`src/sxd_consts.svh`:
```
// Constants of the swap/xor/direction-load execution block.
// Assumes inclusion by bare name from design files only.
`ifndef SXD_CONSTS_SVH
`define SXD_CONSTS_SVH

// Direction-load operand codes
`define SXD_DIR_SEL_A      3'h5
`define SXD_DIR_SEL_B      3'h6
`define SXD_DIR_SEL_C      3'h7
// Destination select values
`define SXD_DEST_ACC       1'h0
`define SXD_DEST_FILE      1'h1
// Reset values
`define SXD_ACC_RST        8'h00
`define SXD_DIR_RST        8'hFF
`define SXD_FILE_RST       8'h00
// Highest file address
`define SXD_FILE_MAX       7'h7F

`endif

```
`src/sxd_pkg.sv`:
```
// Types of the swap/xor/direction-load execution block.
// Assumes the constants header is compiled alongside.
package sxd_pkg;
   // Operation select
   typedef enum logic [4:0] {
      SXD_OP_NONE = 5'b00001,
      SXD_OP_SWAP = 5'b00010,
      SXD_OP_XORL = 5'b00100,
      SXD_OP_XORF = 5'b01000,
      SXD_OP_DIR  = 5'b10000
   } sxd_op_e;
   typedef logic [7:0] sxd_byte_t;
   typedef logic [6:0] sxd_faddr_t;
endpackage : sxd_pkg

```
`src/sxd_alu.sv`:
```
// Combinational result unit: nibble swap and exclusive-OR.
// Assumes operands are stable for the cycle in which they are used.
`timescale 1ns/1ps
`default_nettype none
module sxd_alu
   import sxd_pkg::*;
(
   // Operands
   input  wire sxd_pkg::sxd_op_e   op,
   input  wire sxd_pkg::sxd_byte_t acc,
   input  wire sxd_pkg::sxd_byte_t fval,
   input  wire sxd_pkg::sxd_byte_t lit,
   // Results
   output wire sxd_pkg::sxd_byte_t result,
   output wire logic               zero
);
   // Nibble swap of the file value
   wire sxd_byte_t swapped = {fval[3:0], fval[7:4]};  // RULE_01
   wire sxd_byte_t xl      = acc ^ lit;               // RULE_03
   wire sxd_byte_t xf      = acc ^ fval;              // RULE_05
   assign result = (op == SXD_OP_SWAP) ? swapped :
                   (op == SXD_OP_XORL) ? xl :
                   (op == SXD_OP_XORF) ? xf : acc;
   // Zero detect is shared by both exclusive-OR forms
   assign zero = (result == 8'h00);                   // RULE_07
endmodule // sxd_alu
`default_nettype wire

```
`src/sxd_exec.sv`:
```
// Execution unit: swap, xor-literal, xor-file, direction load.
// Assumes a file register array inside; one instruction per cycle.
// Functional notes
// RULE_01: A nibble swap exchanges the two halves of a file register and touches no flag.
// RULE_02: The swap result goes to the accumulator on destination 0, to the file on 1.
// RULE_03: Literal xor combines accumulator and 8-bit literal into the accumulator, zero flag only.
// RULE_04: Direction load copies the accumulator to port A, B or C direction for operand 5, 6, 7.
// RULE_05: File xor combines accumulator and file register, zero flag only.
// RULE_06: The file xor result goes to the accumulator on destination 0, to the file on 1.
// RULE_07: Where the zero flag is updated it is set for a zero result and cleared otherwise.
`include "sxd_consts.svh"
`timescale 1ns/1ps
`default_nettype none
module sxd_exec
   import sxd_pkg::*;
#(
   parameter int FILE_DEPTH = 128
) (
   // Clock and reset
   input  wire logic               clock,
   input  wire logic               rst,
   // Instruction
   input  wire logic               valid,
   input  wire sxd_pkg::sxd_op_e   op,
   input  wire sxd_pkg::sxd_faddr_t faddr,
   input  wire logic               dest,
   input  wire sxd_pkg::sxd_byte_t lit,
   // State
   output logic [7:0]              acc_q,
   output logic                    zero_q,
   output logic [7:0]              port_a_direction_q,
   output logic [7:0]              port_b_direction_q,
   output logic [7:0]              port_c_direction_q,
   output logic [7:0]              fout_q
);
   // ****************************************************************
   // Checks and storage
   // ****************************************************************
   // The file address is seven bits wide, so exactly 128 entries are reachable
   if (FILE_DEPTH != 128) begin : g_bad_depth
      $error("FILE_DEPTH must be 128");
   end
   sxd_byte_t file_q [FILE_DEPTH];
   wire sxd_byte_t fval = file_q[faddr];
   wire sxd_byte_t result;
   wire            zero;

   sxd_alu u_alu (
      .op     (op),
      .acc    (acc_q),
      .fval   (fval),
      .lit    (lit),
      .result (result),
      .zero   (zero)
   );

   // ****************************************************************
   // Decode
   // ****************************************************************
   wire is_swap  = valid && (op == SXD_OP_SWAP);
   wire is_xorl  = valid && (op == SXD_OP_XORL);
   wire is_xorf  = valid && (op == SXD_OP_XORF);
   wire is_dir   = valid && (op == SXD_OP_DIR);
   // Swap and file xor share the destination choice
   wire to_acc   = is_xorl || ((is_swap || is_xorf) && dest == `SXD_DEST_ACC); // RULE_02 RULE_06
   wire to_file  = (is_swap || is_xorf) && dest == `SXD_DEST_FILE;              // RULE_02 RULE_06
   wire upd_zero = is_xorl || is_xorf;  // Swap leaves the flag alone
   // Operand match for direction loads; the upper address bits must be clear
   function automatic logic dir_match(input sxd_faddr_t a, input logic [2:0] sel);
      return a == {4'h0, sel};
   endfunction
   // Any operand outside 5..7 selects nothing, so such a load is dropped
   wire dir_a    = is_dir && dir_match(faddr, `SXD_DIR_SEL_A);  // RULE_04
   wire dir_b    = is_dir && dir_match(faddr, `SXD_DIR_SEL_B);  // RULE_04
   wire dir_c    = is_dir && dir_match(faddr, `SXD_DIR_SEL_C);  // RULE_04

   // ****************************************************************
   // Accumulator and flag
   // ****************************************************************
   always_ff @(posedge clock or posedge rst) begin
      if (rst) begin
         acc_q  <= `SXD_ACC_RST;
         zero_q <= 1'b0;
      end else begin
         if (to_acc) acc_q <= result;     // RULE_03
         if (upd_zero) zero_q <= zero;    // RULE_07
      end
   end

   // Direction registers reset to all inputs, the safe pin state
   always_ff @(posedge clock or posedge rst) begin
      if (rst) begin
         port_a_direction_q <= `SXD_DIR_RST;
         port_b_direction_q <= `SXD_DIR_RST;
         port_c_direction_q <= `SXD_DIR_RST;
      end else begin
         if (dir_a) port_a_direction_q <= acc_q;  // RULE_04
         if (dir_b) port_b_direction_q <= acc_q;  // RULE_04
         if (dir_c) port_c_direction_q <= acc_q;  // RULE_04
      end
   end

   // File array clears on reset so the first read-modify-write sees known data;
   // the cost is a reset net on every byte, which plain storage would not need
   always_ff @(posedge clock or posedge rst) begin
      if (rst) begin
         for (int i = 0; i < FILE_DEPTH; i++) begin
            file_q[i] <= `SXD_FILE_RST;
         end
      end else if (to_file) begin
         file_q[faddr] <= result;  // RULE_01
      end
   end

   // Registered read-back of the addressed file register
   always_ff @(posedge clock or posedge rst) begin
      if (rst) fout_q <= `SXD_FILE_RST;
      else     fout_q <= to_file ? result : fval;
   end

   // ****************************************************************
   // Assertions
   // ****************************************************************
   // Swap into the accumulator takes the file value with its halves exchanged
   property p_swap_acc;
      @(posedge clock) disable iff (rst)
      (is_swap && dest == 1'b0) |=> acc_q == {$past(fval[3:0]), $past(fval[7:4])};
   endproperty
   a_swap_acc: assert property (p_swap_acc) else $error("swap to acc wrong"); // RULE_02

   // Swap into the accumulator must not write the file register
   property p_swap_keep;
      @(posedge clock) disable iff (rst)
      (is_swap && dest == 1'b0) |=> fout_q == $past(fval);
   endproperty
   a_swap_keep: assert property (p_swap_keep) else $error("swap to acc wrote file"); // RULE_02

   // Swap back into the file writes the exchanged halves and spares the accumulator
   property p_swap_file;
      @(posedge clock) disable iff (rst)
      (is_swap && dest == 1'b1) |=>
         fout_q == {$past(fval[3:0]), $past(fval[7:4])} && $stable(acc_q);
   endproperty
   a_swap_file: assert property (p_swap_file) else $error("swap to file wrong"); // RULE_01

   // Swap never touches the zero flag, whichever destination it picks
   property p_swap_flag;
      @(posedge clock) disable iff (rst) is_swap |=> $stable(zero_q);
   endproperty
   a_swap_flag: assert property (p_swap_flag) else $error("swap moved flag"); // RULE_01

   // Literal xor lands in the accumulator
   property p_xorl;
      @(posedge clock) disable iff (rst) is_xorl |=> acc_q == ($past(acc_q) ^ $past(lit));
   endproperty
   a_xorl: assert property (p_xorl) else $error("literal xor wrong"); // RULE_03

   // Literal xor has no file destination, so the addressed byte stays put
   property p_xorl_file;
      @(posedge clock) disable iff (rst) is_xorl |=> fout_q == $past(fval);
   endproperty
   a_xorl_file: assert property (p_xorl_file) else $error("literal xor wrote file"); // RULE_03

   // Port A direction takes the accumulator for its own operand
   property p_dir_a;
      @(posedge clock) disable iff (rst)
      (is_dir && faddr == {4'h0, `SXD_DIR_SEL_A}) |=> port_a_direction_q == $past(acc_q);
   endproperty
   a_dir_a: assert property (p_dir_a) else $error("dir A not loaded"); // RULE_04

   // Port B direction takes the accumulator for its own operand
   property p_dir_b;
      @(posedge clock) disable iff (rst) dir_b |=> port_b_direction_q == $past(acc_q);
   endproperty
   a_dir_b: assert property (p_dir_b) else $error("dir B not loaded"); // RULE_04

   // Port C direction takes the accumulator for its own operand
   property p_dir_c;
      @(posedge clock) disable iff (rst)
      (is_dir && faddr == {4'h0, `SXD_DIR_SEL_C}) |=> port_c_direction_q == $past(acc_q);
   endproperty
   a_dir_c: assert property (p_dir_c) else $error("dir C not loaded"); // RULE_04

   // Operands outside 5..7 leave every direction register alone
   property p_dir_refuse;
      @(posedge clock) disable iff (rst)
      (is_dir && !(faddr inside {7'h05, 7'h06, 7'h07})) |=>
         $stable(port_a_direction_q) && $stable(port_b_direction_q) &&
         $stable(port_c_direction_q);
   endproperty
   a_dir_refuse: assert property (p_dir_refuse) else $error("dir load took bad operand"); // RULE_04

   // A direction load moves no flag and keeps the accumulator
   property p_dir_flag;
      @(posedge clock) disable iff (rst) is_dir |=> $stable(zero_q) && $stable(acc_q);
   endproperty
   a_dir_flag: assert property (p_dir_flag) else $error("dir load changed state"); // RULE_04

   // File xor into the accumulator
   property p_xorf_acc;
      @(posedge clock) disable iff (rst)
      (is_xorf && dest == 1'b0) |=> acc_q == ($past(acc_q) ^ $past(fval));
   endproperty
   a_xorf_acc: assert property (p_xorf_acc) else $error("file xor acc wrong"); // RULE_05

   // File xor back into the file spares the accumulator
   property p_xorf_file;
      @(posedge clock) disable iff (rst)
      (is_xorf && dest == 1'b1) |=> fout_q == ($past(acc_q) ^ $past(fval)) && $stable(acc_q);
   endproperty
   a_xorf_file: assert property (p_xorf_file) else $error("file xor file wrong"); // RULE_06

   // Zero flag follows the xor result, worked out here from the operands themselves
   property p_zero;
      @(posedge clock) disable iff (rst)
      upd_zero |=> zero_q == ($past(is_xorl ? (acc_q ^ lit) : (acc_q ^ fval)) == 8'h00);
   endproperty
   a_zero: assert property (p_zero) else $error("zero flag wrong"); // RULE_07

   // ****************************************************************
   // Covers
   // ****************************************************************
   // Main paths that the bench is expected to reach
   c_swap_file: cover property (@(posedge clock) is_swap && dest == 1'b1);
   c_xorl_zero: cover property (@(posedge clock) is_xorl && zero);
   c_xorf_file: cover property (@(posedge clock) is_xorf && dest == 1'b1);
   c_dir_c:     cover property (@(posedge clock) dir_c);
endmodule // sxd_exec
`default_nettype wire

```
`config.mk`:
```
export PLATFORM = sky130hd
export DESIGN_NAME = sxd_exec
export DESIGN_NICKNAME = d
export VERILOG_FILES = /design/src/sxd_pkg.sv /design/src/sxd_alu.sv /design/src/sxd_exec.sv
export VERILOG_INCLUDE_DIRS = /design/src /design/src/src
export SDC_FILE = /design/constraint.sdc
export NUM_CORES = 2
export LEC_CHECK = 0
export BUFFER_PORTS_ARGS = -buffer_cell sky130_fd_sc_hd__buf_2
export CAP_MARGIN = 20
export CORE_UTILIZATION = 40
export CTS_CLUSTER_DIAMETER = 30
export DETAILED_ROUTE_END_ITERATION = 10
export GPL_TIMING_DRIVEN = 1
export PLACE_DENSITY = 0.6
export SETUP_SLACK_MARGIN = 0.3
export SLEW_MARGIN = 20
export SYNTH_ARGS = -nofsm -noshare
export SYNTH_HDL_FRONTEND = slang
export SYNTH_SLANG_ARGS = --single-unit
```
`constraint.sdc`:
```
create_clock -name clock -period 74.5 [get_ports clock]
set_input_delay 3.725 -clock clock [delete_from_list [all_inputs] [get_ports clock]]
set_output_delay 3.725 -clock clock [all_outputs]
set_load 0.01 [all_outputs]
```
==> flow_summary_export.csv <==
group,metric,value,unit
hold_path,min_to,"file_q[190]",
setup_path,setup.worst_path.class,"input pin to flop",
power,leakage,0.0244,uW
logic_synthesis,syn_nets,4755,
logic_synthesis,synth_edf_count,0,
clock_tree,cts_sinks,1065,
logic_synthesis,synth_top_flop_cell,"dfrtp_1",
clock_tree,cts_resized,0,
power,comb_power_share,6.7,%
setup_path,worst-r2r-setup-slack,69.29,ns
floorplan,die-area,120000,sq um
clock_tree,htree_levels,4,
floorplan,core_area,118000,sq um
timing,slew_headroom,14.9,%
setup_path,r2r_end,"file_q[44]",
route,drt_wl_total,157,mm
global_route,grt.total_usage,26.3,%
setup_path,r2r_start,"file_q[68]",
logic_synthesis,syn_area_per_cell,10.1,sq um
route,first_iter_violations,3880,
finish,area_growth,17.9,%
clock_tree,clockBufferDepth,3,
finish,num_antenna_cells,0,
global_route,grt_first_pass_wirelength,239,mm
power,internal_power,1250,uW
clock_tree,post-cts-setup-buffer-count,0,
global_route,grt_start_max_net_pins,174,
finish,ff_latch_area,26700,sq um
finish,fill_cells,10900,
global_route,grt-ovfl-total,0,
logic_synthesis,synthesis.area,47600,sq um
finish,final_common_cell,"nand2_1",
route,vias,36900,
timing,hold_viol_final,0,
global_route,grt_pass1_vias,36100,
logic_synthesis,yosys_warnings,0,
timing,rsz0062_at_grt,"no",
route,drc_errors,0,
power,power.switching,425,uW
placed_design,hpwl,95.9,mm
power,peakVddDrop,0.0230,mV
clock_tree,cts_tree,"done",
global_route,antenna_found_initial,6,
power,power_density,30.0,nW/um^2
hold_path,hold_path_startpoint,"file_q[190]",
setup_path,worstPathMaxFanout,70,
route,routedWlPerCell,24.6,um
finish,drive_above_1_share,16.3,%
timing,tightestPinTransition,1.28,ns
clock_tree,clk_latency,0.82,ns
clock_tree,postCtsHoldBufs,0,
hold_path,hold_depth,2,
finish,multi_input_area,18900,sq um
setup_path,crit_arrival,10.37,ns
placed_design,io_buffer_count,64,
logic_synthesis,netlist_instances,4731,
timing,fin_skew,0.0566,ns
timing,setup-violations-final,0,
run_status,outcome,"finished, final reports clean",
route,drt_pass1_iterations,9,
timing,max_freq,103,MHz
power,pwr-share-seq,34.8,%
timing,drv_slew,0,
placed_design,routabilityCongestion,0.920,
finish,layout_common_cells,"nand2_1, o21ai_0, dfrtp_1, clkbuf_16, mux2_2",
setup_path,start_kind,"input pin",
logic_synthesis,async_flop_share,100,%
clock_tree,cts_root_buffer,"clkbuf_16",
logic_synthesis,yosysSeqAreaShare,56.1,%
clock_tree,cts_buffers,208,
setup_path,ff2ff_path_depth,12,
timing,tns,0,ns
power,swShare,25.3,%
logic_synthesis,ys_ff_latch,1065,
power,power_frac_clock,58.5,%
route,avgViaCountPerCell,5.77,
timing,fin_crit,9.76,ns
route,drtAntennaViolNets,0,
floorplan,io_pins,65,
setup_path,endpoint_kind,"flop",
timing,finalCritPeriodShare,13.1,%
floorplan,start_util,40.3,%
hold_path,hold_path.class,"flop to flop",
finish,nets,4705,
setup_path,cp.required,75.11,ns
logic_synthesis,synthDistinctLibCells,80,
floorplan,die_h,347,um
run,maxCapViolCount,0,
finish,stdcell_count,6396,
floorplan,die_x,347,um
floorplan,fp-row-count,126,
placed_design,dp_cells,6006,
clock_tree,clk_pin_slew_worst_paths,0.05,ns
synthesized netlist by cell type, drive strengths merged (5+ instances only):
| cell | count | area (sq um) |
|---|---|---|
| o2bb2ai | 12 | 105 |
| o211ai | 11 | 82.6 |
| a211oi | 23 | 173 |
| a221oi | 89 | 780 |
| nand2 | 1234 | 4630 |
| inv | 8 | 30.0 |
| or2 | 6 | 37.5 |
| buf | 158 | 1110 |
| a21oi | 79 | 410 |
| a22o | 14 | 123 |
| nor2 | 84 | 318 |
| o221ai | 17 | 149 |
| nor4 | 7 | 50.1 |
| dfstp | 24 | 631 |
| nor2b | 10 | 65.1 |
| clkbuf | 246 | 983 |
| a311oi | 6 | 52.6 |
| nand3 | 14 | 70.1 |
| o21ai | 1081 | 5410 |
| and3 | 10 | 62.6 |
| mux2 | 140 | 1580 |
| and2 | 8 | 50.1 |
| a21o | 5 | 37.5 |
| mux2i | 109 | 1090 |
| nor3 | 22 | 121 |
| o22ai | 13 | 81.3 |
| mux4 | 78 | 1760 |
| dfrtp | 1041 | 26000 |
| a22oi | 48 | 360 |
| a31oi | 15 | 93.8 |
| a221o | 34 | 340 |
| nand2b | 18 | 113 |
| and3b | 6 | 52.6 |
power by group through the flow:
stage          clock network [uW]  registers [uW]  logic, uW
2_1_floorplan                   0             594       68.8
3_3_place_gp                    0             594        109
3_5_place_dp                    0             594        110
4_1_cts                       991             585        110
5_1_grt                      1020             584        118
6_report                      982             585        113
critical path, cell delays in order:
cell	delay, ns
buf_8	0.46
buf_4	0.67
and2_1	0.69
buf_4	0.47
a22oi_1	0.15
o21ai_0	0.67
a21oi_1	0.24
a311o_1	0.49
mux2i_1	0.23
a21oi_1	0.14
a21oi_4	0.66
buf_4	0.50
buf_4	0.82
o21ai_0	0.23
registers in the layout (all words and copies together) (netlist names):
name / cells
port_c_direction_q: 8
file_q: 1024
port_a_direction_q: 8
port_b_direction_q: 8
acc_q: 8
fout_q: 8
zero_q: 1
kinds of logic after synthesis:
logic type | count (synthesis) | share of synthesized area (%)
XOR/XNOR | 5 | 0.0921
AND/OR/NAND/NOR | 1430 | 11.9
flip-flops | 1065 | 56.1
buffers and inverters | 412 | 4.47
multiplexers | 327 | 9.31
AO/OA/AOI/OAI | 1492 | 18.1
layer usage:
layer / share of wire (%) / global-route usage, % / up-vias
met4: 4.2 / 11.2 / 6
li1: - / - / 16600
met1: 43 / 36.4 / 18400
met2: 44 / 39.3 / 1542
met3: 8.6 / 6.11 / 401
met5: 0.026 / 0 / -
metrics by stage:
| stage | hold slack (ns) | total power [uW] | worst slack (ns) | cell area (sq um) | util, % |
|---|---|---|---|---|---|
| global placement | 0.453 | 703 | 64.15 | 48500 | 41.1 |
| CTS | 0.473 | 1690 | 64.97 | 56000 | 47.5 |
| floorplan | 0.442 | 663 | 40.84 | 47600 | - |
| detailed placement | 0.463 | 703 | 64.14 | 48500 | 41.1 |
| finish | 0.469 | 1680 | 64.74 | 56000 | 47.5 |
| global route | 0.488 | 1720 | 64.59 | 56000 | 47.5 |
cell type report:
cell class / count / share of cell area [%]
sequential: 1065 / 47.6
multi-input combinational: 3254 / 33.6
clock buffer: 258 / 10.2
tap: 1536 / 3.43
clock inverter: 131 / 3.21
timing repair buffer: 144 / 1.87
inverter: 8 / 0.0692
how the worst max path moves through the flow:
stage	from	to	slack [ns]	depth (start not counted)
6_report	faddr[1]	file_q[44]	64.74	14
5_1_grt	faddr[1]	file_q[12]	64.59	16
4_1_cts	faddr[1]	file_q[44]	64.97	13
3_5_place_dp	faddr[1]	file_q[44]	64.14	13
3_3_place_gp	faddr[2]	file_q[990]	64.15	15
2_1_floorplan	rst	acc_q[0]	40.84	1
Power figures use the tool's default switching activity.
